## config.mk

```make
export PLATFORM = sky130hd
export DESIGN_NAME = stepper_pulse_ramp_control
export DESIGN_NICKNAME = d
export VERILOG_FILES = /design/src/rtl/stepper_ramp_pkg.sv /design/src/rtl/step_pulse_gen.sv /design/src/rtl/stepper_pulse_ramp_control.sv
export SDC_FILE = /design/constraint.sdc
export NUM_CORES = 1
export LEC_CHECK = 0
export BUFFER_PORTS_ARGS = -buffer_cell sky130_fd_sc_hd__buf_4
export CORE_UTILIZATION = 35
export CTS_CLUSTER_DIAMETER = 200
export DETAILED_ROUTE_END_ITERATION = 7
export PLACE_DENSITY = 0.51
export RECOVER_POWER = 50
export SLEW_MARGIN = 25
export SYNTH_ARGS = -nofsm -noshare
export SYNTH_HDL_FRONTEND = slang
export SYNTH_SLANG_ARGS = --single-unit
export TNS_END_PERCENT = 50
```

## constraint.sdc

```tcl
create_clock -name SYS_CLK_IN -period 9.63 [get_ports SYS_CLK_IN]
set_input_delay 0.4815 -clock SYS_CLK_IN [delete_from_list [all_inputs] [get_ports SYS_CLK_IN]]
set_output_delay 0.4815 -clock SYS_CLK_IN [all_outputs]
set_load 0.02 [all_outputs]
```

## src/rtl/stepper_ramp_pkg.sv

```systemverilog
// constants, types and tables shared by the stepper pulse and ramp controller
// Operation
// - both ramps on and short count: decelerate after half the pulses, ramps mirrored.
// - accelerate only and short count: stop at the rate the ramp reached.
// - decelerate only and short count: follow the deceleration curve, then stop.
// - step period is a twelve-bit field in 2.0 us units, 0 to 8190 us.
// - a zero period field emits no pulses and holds the drive state.
// - the period is the time of one step in every excitation mode.
// - the command is chosen by the top four bits; the rest are data.
// - the pulse count is a twelve-bit field, 0 to 4095.
// - the count is multiplied by the factor and that many pulses counted.
// - the monitor output shows every counted pulse, up to 4095 times the factor.
// - a zero count field emits no pulses and holds the drive state.
// - motor 2 words on bridges three and four behave like the motor-1 words.
// - motor-2 drive word: direction, stop mode, enable, mode, constant current, current.
// - ramp word: bit 10 accelerate, bit 9 decelerate, 8..2 shape, 1..0 multiplier.
// - pin control mode stays off after reset until its word is written.
// - in pin control mode bridges five and six drive input AND duty.
// - phase current is positive flowing from terminal A to terminal B.
// - in pin control mode bridge seven chops against the current sense input.
// - multiplier codes 00 and 01 give 1, 10 gives 2, 11 gives 4.
// - at startup x1 each full ramp takes 94 pulses.
`default_nettype none

package stepper_ramp_pkg;

    // command addresses, upper four bits of each word
    localparam logic [3:0] ADDR_EXT_MODE              = 4'h1;
    localparam logic [3:0] ADDR_DUTY5                 = 4'h5;
    localparam logic [3:0] ADDR_DUTY6                 = 4'h6;
    localparam logic [3:0] ADDR_STEPPER1_DRIVE_CONTROL = 4'h8;
    localparam logic [3:0] ADDR_STEPPER1_RAMP_PROFILE  = 4'h9;
    localparam logic [3:0] ADDR_STEPPER1_PULSE_PERIOD  = 4'hA;
    localparam logic [3:0] ADDR_STEPPER1_PULSE_COUNT   = 4'hB;
    localparam logic [3:0] ADDR_STEPPER2_DRIVE_CONTROL = 4'hC;
    localparam logic [3:0] ADDR_STEPPER2_RAMP_PROFILE  = 4'hD;
    localparam logic [3:0] ADDR_STEPPER2_PULSE_PERIOD  = 4'hE;
    localparam logic [3:0] ADDR_STEPPER2_PULSE_COUNT   = 4'hF;

    // word layout
    localparam int WORD_W      = 16;
    localparam int ADDR_LSB    = 12;
    localparam int DATA_W      = 12;
    localparam int FIELD_W     = 11;
    localparam int DUTY_W      = 8;
    localparam int EXT_MODE_BIT = 0;
    localparam int TOTAL_W     = 14;
    localparam int POS_W       = 9;
    localparam int PERIOD_UNITS_W = 20;
    localparam logic [4:0] FRAME_BITS = 5'h10;

    // timing: one period unit is 2.0 us
    localparam int CLK_PERIOD_NS  = 50;
    localparam int PERIOD_RES_NS  = 2000;
    localparam int TICK_CYCLES    = PERIOD_RES_NS / CLK_PERIOD_NS;
    localparam logic [5:0] TICK_LAST = 6'(TICK_CYCLES - 1);

    // ramp shape
    localparam int RAMP_STEPS  = 15;
    localparam int RAMP_PULSES = 94;
    localparam logic [7:0] STEP_PULSES [3][RAMP_STEPS] = '{
        '{8'h02, 8'h05, 8'h02, 8'h01, 8'h01, 8'h01, 8'h01, 8'h01,
          8'h01, 8'h01, 8'h02, 8'h03, 8'h0B, 8'h1F, 8'h1F},
        '{8'h01, 8'h04, 8'h04, 8'h03, 8'h02, 8'h02, 8'h02, 8'h02,
          8'h02, 8'h02, 8'h04, 8'h06, 8'h0C, 8'h11, 8'h1F},
        '{8'h01, 8'h03, 8'h03, 8'h04, 8'h03, 8'h04, 8'h03, 8'h03,
          8'h03, 8'h03, 8'h05, 8'h09, 8'h0D, 8'h0F, 8'h16}};
    localparam logic [6:0] STEP_INCR [RAMP_STEPS] = '{
        7'h78, 7'h38, 7'h23, 7'h18, 7'h12, 7'h0D, 7'h0A, 7'h08,
        7'h07, 7'h06, 7'h05, 7'h04, 7'h03, 7'h02, 7'h01};

    // drive control word, bits 10..0
    typedef struct packed {
        logic       cc_switch;
        logic [1:0] drive_mode;
        logic       out_enable;
        logic       stop_mode;
        logic       direction;
        logic [4:0] current;
    } drive_ctrl_t;

    // ramp profile word, bits 10..0
    typedef struct packed {
        logic       accel_enable_bit;
        logic       decel_enable_bit;
        logic [1:0] startup;
        logic [1:0] table_sel;
        logic [2:0] ref_sel;
        logic [1:0] mult;
    } ramp_cfg_t;

    typedef struct packed {
        logic [DATA_W-1:0] period;
        logic [DATA_W-1:0] count;
    } motion_cmd_t;

    typedef enum logic [3:0] {
        ST_IDLE   = 4'b0001,
        ST_ACCEL  = 4'b0010,
        ST_CRUISE = 4'b0100,
        ST_DECEL  = 4'b1000
    } ramp_state_t;

endpackage

`default_nettype wire

```

## src/rtl/step_pulse_gen.sv

```systemverilog
// one motor's step pulse generator with acceleration and deceleration ramps
`default_nettype none

module step_pulse_gen
    import stepper_ramp_pkg::*;
(
    // clock and control
    input  wire logic        clk_in,
    input  wire logic        nrst_in,
    input  wire logic        ce_in,
    input  wire logic        start_in,
    input  wire logic        abort_in,
    // settings
    input  wire ramp_cfg_t   cfg_in,
    input  wire motion_cmd_t cmd_in,
    // status
    output logic             step_out,
    output logic             busy_out
);

    ramp_state_t              state;
    logic [1:0]               mult_shift;
    logic [1:0]               start_shift;
    logic [2:0]               ref_shift;
    logic [1:0]               tbl;
    logic [TOTAL_W-1:0]       total;
    logic [TOTAL_W-1:0]       remaining;
    logic [TOTAL_W-1:0]       next_remaining;
    logic [POS_W-1:0]         ramp_len;
    logic [POS_W-1:0]         ramp_pos;
    logic [POS_W-1:0]         look_pos;
    logic [6:0]               incr;
    logic [PERIOD_UNITS_W-1:0] period_units;
    logic [PERIOD_UNITS_W-1:0] timer;
    logic [5:0]               prescale;
    logic                     tick;
    logic                     fire;

    always_comb begin
        mult_shift  = cfg_in.mult[1] ? (cfg_in.mult[0] ? 2'h2 : 2'h1) : 2'h0;
        start_shift = cfg_in.startup[1] ? (cfg_in.startup[0] ? 2'h2 : 2'h1) : 2'h0;
        tbl         = cfg_in.table_sel[1] ? (cfg_in.table_sel[0] ? 2'h2 : 2'h1) : 2'h0;
        unique case (cfg_in.ref_sel)
            3'h3:    ref_shift = 3'h2;
            3'h4:    ref_shift = 3'h3;
            3'h5:    ref_shift = 3'h4;
            3'h6,
            3'h7:    ref_shift = 3'h5;
            default: ref_shift = 3'h1;
        endcase
    end

    function automatic logic [6:0] incr_of(input logic [POS_W-1:0] pos, input logic [1:0] t);
        logic [POS_W-1:0] acc;
        logic [6:0]       r;
        logic             hit;
        acc = '0;
        r   = '0;
        hit = 1'b0;
        for (int k = 0; k < RAMP_STEPS; k++) begin
            acc = acc + POS_W'(STEP_PULSES[t][k]);
            if (!hit && pos < acc) begin
                r   = STEP_INCR[k];
                hit = 1'b1;
            end
        end
        return r;
    endfunction

    assign total    = TOTAL_W'(cmd_in.count) << mult_shift;
    assign ramp_len = POS_W'(RAMP_PULSES) << start_shift;
    // deceleration walks the curve backwards by pulses still to go
    assign look_pos = (state == ST_DECEL) ? ramp_pos - 1'b1 : ramp_pos;
    assign incr     = (state == ST_CRUISE) ? 7'h00 : incr_of(look_pos >> start_shift, tbl);
    assign period_units = PERIOD_UNITS_W'(cmd_in.period)
                        + PERIOD_UNITS_W'(cmd_in.period >> ref_shift)
                        * PERIOD_UNITS_W'(incr);
    assign tick     = (prescale == TICK_LAST);
    // a zero period stalls the run and leaves the drive state untouched
    assign fire     = (state != ST_IDLE) && tick && (cmd_in.period != '0)
                    && (timer >= period_units - 1'b1);
    assign next_remaining = remaining - 1'b1;
    assign busy_out = (state != ST_IDLE);

    always_ff @(posedge clk_in) begin
        if (!nrst_in) begin
            prescale <= '0;
        end else if (ce_in) begin
            prescale <= (tick || state == ST_IDLE) ? 6'h00 : prescale + 6'h01;
        end
    end

    always_ff @(posedge clk_in) begin
        if (!nrst_in) begin
            timer <= '0;
        end else if (ce_in) begin
            if (state == ST_IDLE || fire) begin
                timer <= '0;
            end else if (tick) begin
                timer <= timer + 1'b1;
            end
        end
    end

    always_ff @(posedge clk_in) begin
        if (!nrst_in) begin
            step_out <= 1'b0;
        end else if (ce_in) begin
            step_out <= fire;
        end
    end

    always_ff @(posedge clk_in) begin
        if (!nrst_in) begin
            state     <= ST_IDLE;
            remaining <= '0;
            ramp_pos  <= '0;
        end else if (ce_in) begin
            if (abort_in) begin
                state <= ST_IDLE;
            end else if (start_in) begin
                remaining <= total;
                // zero count or period never leaves idle
                if (total == '0 || cmd_in.period == '0) begin
                    state <= ST_IDLE;
                end else if (cfg_in.accel_enable_bit) begin
                    state    <= ST_ACCEL;
                    ramp_pos <= '0;
                end else if (cfg_in.decel_enable_bit && total <= TOTAL_W'(ramp_len)) begin
                    state    <= ST_DECEL;
                    ramp_pos <= POS_W'(total);
                end else begin
                    state <= ST_CRUISE;
                end
            end else if (fire) begin
                remaining <= next_remaining;
                unique case (state)
                    ST_ACCEL: begin
                        ramp_pos <= ramp_pos + 1'b1;
                        if (next_remaining == '0) begin
                            state <= ST_IDLE;
                        end else if (cfg_in.decel_enable_bit
                                     && next_remaining <= TOTAL_W'(ramp_pos + 1'b1)) begin
                            state    <= ST_DECEL;
                            ramp_pos <= POS_W'(next_remaining);
                        end else if (ramp_pos + 1'b1 == ramp_len) begin
                            state <= ST_CRUISE;
                        end
                    end
                    ST_CRUISE: begin
                        if (next_remaining == '0) begin
                            state <= ST_IDLE;
                        end else if (cfg_in.decel_enable_bit
                                     && next_remaining <= TOTAL_W'(ramp_len)) begin
                            state    <= ST_DECEL;
                            ramp_pos <= POS_W'(next_remaining);
                        end
                    end
                    ST_DECEL: begin
                        ramp_pos <= POS_W'(next_remaining);
                        if (next_remaining == '0) begin
                            state <= ST_IDLE;
                        end
                    end
                    ST_IDLE: begin
                        state <= ST_IDLE;
                    end
                endcase
            end
        end
    end

endmodule

`default_nettype wire

```

## src/rtl/stepper_pulse_ramp_control.sv

```systemverilog
// serial command decoder, two stepper ramp channels and pin-controlled bridges
`default_nettype none

module stepper_pulse_ramp_control
    import stepper_ramp_pkg::*;
(
    // clock, reset, enable
    input  wire logic        SYS_CLK_IN,
    input  wire logic        NRST_IN,
    input  wire logic        CE_IN,
    // serial command port
    input  wire logic        SCLK_IN,
    input  wire logic        SDATA_IN,
    input  wire logic        LATCH_IN,
    // external pin control inputs, bit 1 is input A, bit 0 is input B
    input  wire logic [1:0]  BRIDGE5_IN,
    input  wire logic [1:0]  BRIDGE6_IN,
    input  wire logic [1:0]  BRIDGE7_IN,
    input  wire logic        CURRENT_SENSE_INPUT_IN,
    // stepper 1 (bridges one and two)
    output logic             STEP1_OUT,
    output logic             BUSY1_OUT,
    output logic [5:0]       PHASE1_OUT,
    output drive_ctrl_t      DRIVE1_OUT,
    output logic             PULSE_MONITOR_OUT_FIRST_OUT,
    // stepper 2 (bridges three and four)
    output logic             STEP2_OUT,
    output logic             BUSY2_OUT,
    output logic [5:0]       PHASE2_OUT,
    output drive_ctrl_t      DRIVE2_OUT,
    output logic             PULSE_MONITOR_OUT_SECOND_OUT,
    // bridges five to seven
    output logic             EXT_MODE_OUT,
    output logic [1:0]       BRIDGE5_OUT,
    output logic [1:0]       BRIDGE6_OUT,
    output logic [1:0]       BRIDGE7_OUT
);

    // serial shifter
    logic                 sclk_q;
    logic                 latch_q;
    logic [WORD_W-1:0]    shift_reg;
    logic [4:0]           bit_cnt;
    logic                 frame_done;
    logic [3:0]           word_addr;
    logic [FIELD_W-1:0]   word_field;
    logic [DATA_W-1:0]    word_data;

    // command registers
    logic                 ext_mode;
    logic [DUTY_W-1:0]    duty [2];
    drive_ctrl_t          drive [2];
    ramp_cfg_t            ramp [2];
    motion_cmd_t          motion [2];
    logic [1:0]           start;
    logic [1:0]           abort;
    logic [1:0]           step;
    logic [1:0]           busy;
    logic [5:0]           phase [2];

    // bridge drive
    logic [DUTY_W-1:0]    pwm_cnt;
    logic [1:0]           pwm_on;
    logic                 chop;
    logic [1:0]           next_bridge [3];
    logic [1:0]           bridge_q [3];

    assign word_addr  = shift_reg[WORD_W-1:ADDR_LSB];
    assign word_field = shift_reg[FIELD_W-1:0];
    assign word_data  = shift_reg[DATA_W-1:0];
    // the word is taken only if exactly a full frame was clocked in
    assign frame_done = latch_q && !LATCH_IN && (bit_cnt == FRAME_BITS);

    always_ff @(posedge SYS_CLK_IN) begin
        if (!NRST_IN) begin
            sclk_q  <= 1'b0;
            latch_q <= 1'b0;
        end else if (CE_IN) begin
            sclk_q  <= SCLK_IN;
            latch_q <= LATCH_IN;
        end
    end

    always_ff @(posedge SYS_CLK_IN) begin
        if (!NRST_IN) begin
            shift_reg <= '0;
            bit_cnt   <= '0;
        end else if (CE_IN) begin
            if (!LATCH_IN) begin
                bit_cnt <= '0;
            end else if (SCLK_IN && !sclk_q) begin
                shift_reg <= {shift_reg[WORD_W-2:0], SDATA_IN};
                // extra clocks spoil the frame rather than slide the word
                bit_cnt   <= (bit_cnt > FRAME_BITS) ? bit_cnt : bit_cnt + 5'h01;
            end
        end
    end

    // pin control mode and duty words
    always_ff @(posedge SYS_CLK_IN) begin
        if (!NRST_IN) begin
            ext_mode <= 1'b0;
            duty[0]  <= '0;
            duty[1]  <= '0;
        end else if (CE_IN && frame_done) begin
            if (word_addr == ADDR_EXT_MODE) begin
                ext_mode <= shift_reg[EXT_MODE_BIT];
            end
            if (word_addr == ADDR_DUTY5) begin
                duty[0] <= shift_reg[DUTY_W-1:0];
            end
            if (word_addr == ADDR_DUTY6) begin
                duty[1] <= shift_reg[DUTY_W-1:0];
            end
        end
    end

    // both steppers share one word layout, differing only in address
    for (genvar m = 0; m < 2; m++) begin : g_motor
        localparam logic [3:0] A_CTRL   = m ? ADDR_STEPPER2_DRIVE_CONTROL
                                            : ADDR_STEPPER1_DRIVE_CONTROL;
        localparam logic [3:0] A_RAMP   = m ? ADDR_STEPPER2_RAMP_PROFILE
                                            : ADDR_STEPPER1_RAMP_PROFILE;
        localparam logic [3:0] A_PERIOD = m ? ADDR_STEPPER2_PULSE_PERIOD
                                            : ADDR_STEPPER1_PULSE_PERIOD;
        localparam logic [3:0] A_COUNT  = m ? ADDR_STEPPER2_PULSE_COUNT
                                            : ADDR_STEPPER1_PULSE_COUNT;

        always_ff @(posedge SYS_CLK_IN) begin
            if (!NRST_IN) begin
                drive[m]  <= '0;
                ramp[m]   <= '0;
                motion[m] <= '0;
            end else if (CE_IN && frame_done) begin
                if (word_addr == A_CTRL) begin
                    drive[m] <= drive_ctrl_t'(word_field);
                end
                if (word_addr == A_RAMP) begin
                    ramp[m] <= ramp_cfg_t'(word_field);
                end
                if (word_addr == A_PERIOD) begin
                    motion[m].period <= word_data;
                end
                if (word_addr == A_COUNT) begin
                    motion[m].count <= word_data;
                end
            end
        end

        // a count word launches a run with the settings then in force
        always_ff @(posedge SYS_CLK_IN) begin
            if (!NRST_IN) begin
                start[m] <= 1'b0;
            end else if (CE_IN) begin
                start[m] <= frame_done && (word_addr == A_COUNT);
            end
        end

        // disabling the outputs cancels the run in progress
        assign abort[m] = !drive[m].out_enable;

        step_pulse_gen u_gen (
            .clk_in   (SYS_CLK_IN),
            .nrst_in  (NRST_IN),
            .ce_in    (CE_IN),
            .start_in (start[m]),
            .abort_in (abort[m]),
            .cfg_in   (ramp[m]),
            .cmd_in   (motion[m]),
            .step_out (step[m]),
            .busy_out (busy[m])
        );

        // forward steps advance the phase so current flows A to B first
        always_ff @(posedge SYS_CLK_IN) begin
            if (!NRST_IN) begin
                phase[m] <= '0;
            end else if (CE_IN && step[m]) begin
                phase[m] <= drive[m].direction ? phase[m] + 6'h01
                                               : phase[m] - 6'h01;
            end
        end
    end

    // shared PWM time base for bridges five to seven
    always_ff @(posedge SYS_CLK_IN) begin
        if (!NRST_IN) begin
            pwm_cnt <= '0;
        end else if (CE_IN) begin
            pwm_cnt <= pwm_cnt + 1'b1;
        end
    end

    for (genvar c = 0; c < 2; c++) begin : g_duty
        assign pwm_on[c] = (pwm_cnt < duty[c]);
    end

    // over-current latches off the bridge until the next PWM period begins
    always_ff @(posedge SYS_CLK_IN) begin
        if (!NRST_IN) begin
            chop <= 1'b0;
        end else if (CE_IN) begin
            if (CURRENT_SENSE_INPUT_IN) begin
                chop <= 1'b1;
            end else if (pwm_cnt == '1) begin
                chop <= 1'b0;
            end
        end
    end

    always_comb begin
        next_bridge[0] = 2'h0;
        next_bridge[1] = 2'h0;
        next_bridge[2] = 2'h0;
        if (ext_mode) begin
            next_bridge[0] = BRIDGE5_IN & {2{pwm_on[0]}};
            next_bridge[1] = BRIDGE6_IN & {2{pwm_on[1]}};
            // brake needs no chopping; only a driven direction is cut back
            next_bridge[2] = (chop && (BRIDGE7_IN != 2'h3)) ? 2'h0 : BRIDGE7_IN;
        end
    end

    for (genvar b = 0; b < 3; b++) begin : g_bridge
        always_ff @(posedge SYS_CLK_IN) begin
            if (!NRST_IN) begin
                bridge_q[b] <= '0;
            end else if (CE_IN) begin
                bridge_q[b] <= next_bridge[b];
            end
        end
    end

    assign STEP1_OUT                    = step[0];
    assign BUSY1_OUT                    = busy[0];
    assign PHASE1_OUT                   = phase[0];
    assign DRIVE1_OUT                   = drive[0];
    assign PULSE_MONITOR_OUT_FIRST_OUT  = step[0];
    assign STEP2_OUT                    = step[1];
    assign BUSY2_OUT                    = busy[1];
    assign PHASE2_OUT                   = phase[1];
    assign DRIVE2_OUT                   = drive[1];
    assign PULSE_MONITOR_OUT_SECOND_OUT = step[1];
    assign EXT_MODE_OUT                 = ext_mode;
    assign BRIDGE5_OUT                  = bridge_q[0];
    assign BRIDGE6_OUT                  = bridge_q[1];
    assign BRIDGE7_OUT                  = bridge_q[2];

endmodule

`default_nettype wire

```

==> metrics.csv <==
metric,value,unit
cts.reportedPaths.clkPinSlew,0.07,ns
number_of_buffers_inserted_during_clock_tree_synthesis,30,
synthesis.area,0.0277,mm^2
setup_violations_final,0,
p_leak,15.2,nW
worst_path_most_repeated_cell,fa_1,
cts.sinks,269,
critPathMaxFanout,6,
grt_antenna_before_repair,1,
ys_top_cells_by_area,"edfxtp_1 14%, ha_1 13%, dfxtp_1 10%",
global_route.usage.total,0.201,
first_global_vias,24000,
final_layout_size_suffix_gt1_frac,0.235,
worst_vdd_rail_ir_drop,0.231,mV
ant_nets,0,
ys.flop_type,dfxtp_1,
initial_core_util,0.356,
critPathMaxStageDelay,0.59,ns
post_synth_and_or_nand_nor_area_fraction,0.210,
max_slew.worst_pin.slew,0.957,ns
clk_root_buffer_cell,clkbuf_16,
cts_htree_levels,1,
gp_routability_congestion,0.863,
synth.avg_cell_area,8.46,um^2
cts_tree,done,
synth_commonest_cells,"333 x inv_1, 312 x nor2_1, 289 x ha_1, 219 x nand2_1, 167 x a21oi_1",
period_minus_slack,9.60,ns
die_y,284,um
largest_registers,"motion x48, g_motor.u_gen.timer x40, g_motor.u_gen.remaining x28",
synth_edf_count,126,
unrepaired_setup_endpoints_after_global_routing,true,
num_antenna_cells,0,
flip_flop_count_of_the_largest_register_all_copies_and_words_added,48,
startpoint,g_motor[1].u_gen.state[2],
synth_most_common_cell,inv_1,
vias,24700,
fill_cells,7691,
synth.yosys.seq_area_share,0.240,
worst_skew_pair_latency,0.62,ns
timing.clock.skew,0.0440,ns
drt-initial-drc-count,1342,
fin_crit_sh,0.997,
areaGrowthSynthToFinish,26.4,%
crit_path_top_delay_cell,or4b_4,
async_reset_ff_frac,0,
holdCritStartpoint,SDATA_IN,
post_syn_instances,3281,
max_freq,104,MHz
wl_per_cell,17.6,um
synth_area_in_compound_gates,0.175,
die_x,284,um
ctsLongestPathBuffers,3,
timing.final.max_slew_violations,0,
synth_adder_area_share,0.227,
remaining_drc_errors,0,
utilization,0.450,
regMostFlops,motion,
cp.arrival,10.06,ns
power_density,201,mW/mm^2
critical_path_class,flop to flop,
wire_length_of_the_first_global_routing_pass,132000,um
dr.pass1.iters,5,
power,7.05,mW
placement.io_buffers,59,
placement_rows,102,
worstSetupEndpointType,flop,
hold_class,primary input to flop,
yosys_warnings,0,
timing.slew.headroom,0.362,
io-pin-count,60,
synth_top_family_by_area,adder cells,
ys_seq_elements,269,
globalRoute.totalOverflow,0,
design.die.area,0.0804,mm^2
timing.max_cap.violations,0,
cp_data_required_time,10.09,ns
post_synth_mux_area_share,0.0364,
routed_wl,83100,um
placeableCoreArea,0.0780,mm^2
synth_top_area_share,0.136,
nNetsFinal,4079,
hpwlAfterDp,63200,um
synth_cell_types,104,
synth-xor-area-share,0.0423,
avgViaCountPerCell,5.24,
post-synth-top-area-cell,edfxtp_1,
finalHoldViolCount,0,
r2r-start,g_motor[1].u_gen.state[2],
outcome,"complete, no violations",
startpoint_type,flop,
grt_max_degree,67,
## repair_timing
action / 4_1_cts / 5_1_grt
cloned: 4 / 2
buffers inserted: 33 / 27
resized for setup: 170 / 216
pin swaps: 115 / 151
hold buffers: 0 / 0
setup endpoints to repair: 96 / 96
## path summary, 6_finish.rpt
| check | slack [ns] | end | cells after the start |
|---|---|---|---|
| setup / recovery | 0.03 | g_motor[1].u_gen.ramp_pos[1] | 43 |
| hold / removal | 0.11 | shift_reg[0] | 3 |
| setup reg to reg | 0.03 | g_motor[1].u_gen.ramp_pos[1] | 43 |
| hold reg to reg | 0.48 | chop | 2 |
## layout by cell type, fill, tap and decap left out, drive strengths merged, types with 37 or more instances in the layout
master	Yosys	layout
clkbuf	129	41
a21oi	167	167
nor3	68	68
nand2b	61	61
inv	333	337
mux2i	75	75
ha	289	289
dfxtp	143	143
xor2	64	64
edfxtp	126	126
nor2	314	314
buf	30	468
xnor2	69	69
a211oi	50	50
fa	134	134
nand3	68	68
nand2	220	220
and2	136	136
o21ai	153	153
nand4	51	51
nor2b	37	37
a21o	64	64
## worst max-delay path, delay by kind of cell (launching register included)
kind	cells	cell delay, ns
AOI/OAI and AO/OA	24	4.42
adders and majority gates	7	2.88
xor gates and xnor gates	1	0.19
buffers and inverters	7	0.74
and+or+nand+nor	4	0.90
DFF	1	0.32
## through the flow
| stage | cell area (um^2) | setup WS (ns) | hold WS (ns) | std cells | TNS (ns) |
|---|---|---|---|---|---|
| after floorplan | 27900 | -0.0249 | 0.435 | 3299 | -0.270 |
| after global placement | 31600 | -0.967 | 0.465 | 4588 | -59.07 |
| after detailed placement | 31700 | -0.942 | 0.469 | 4588 | -58.39 |
| after CTS | 33800 | -0.00573 | 0.0862 | 4679 | -0.0136 |
| after global routing | 35100 | -0.384 | 0.100 | 4707 | -22.43 |
| final | 35100 | 0.0324 | 0.113 | 4707 | 0 |
## cell families (layout without fill, tap and decap cells)
kind of cell,Yosys count,in the layout
AOI/OAI and AO/OA,728,728
xor gates and xnor gates,133,133
adders and majority gates,423,423
buffers and inverters,493,860
DFF,269,269
muxes,96,96
other,2,20
and+or+nand+nor,1137,1138
## report_power, final
part | internal (mW) | switching, mW | total, mW
registers | 1.22 | 0.0415 | 1.27
logic | 2.24 | 2.23 | 4.47
clock network | 0.773 | 0.542 | 1.32
total | 4.24 | 2.81 | 7.05
## routing by layer
metal / GRT usage / up-vias / wire length [um]
met4: 0.0409 / 0 / 1560
met2: 0.328 / 436 / 38000
met3: 0.0265 / 85 / 3460
met1: 0.284 / 11900 / 40000
met5: 0 / - / 0
li1: - / 12300 / -
## area by class of cell
| type | instances | area (um^2) | share of cell area |
|---|---|---|---|
| timing repair buffer | 470 | 3790 | 0.108 |
| inverter | 334 | 1260 | 0.0358 |
| clock buffer | 39 | 932 | 0.0266 |
| tap | 1040 | 1300 | 0.0371 |
| clock inverter | 17 | 214 | 0.00610 |
| sequential | 269 | 6650 | 0.190 |
| multi-input combinational | 2538 | 20900 | 0.597 |
Note: power is estimated with default switching activity, not from simulation.
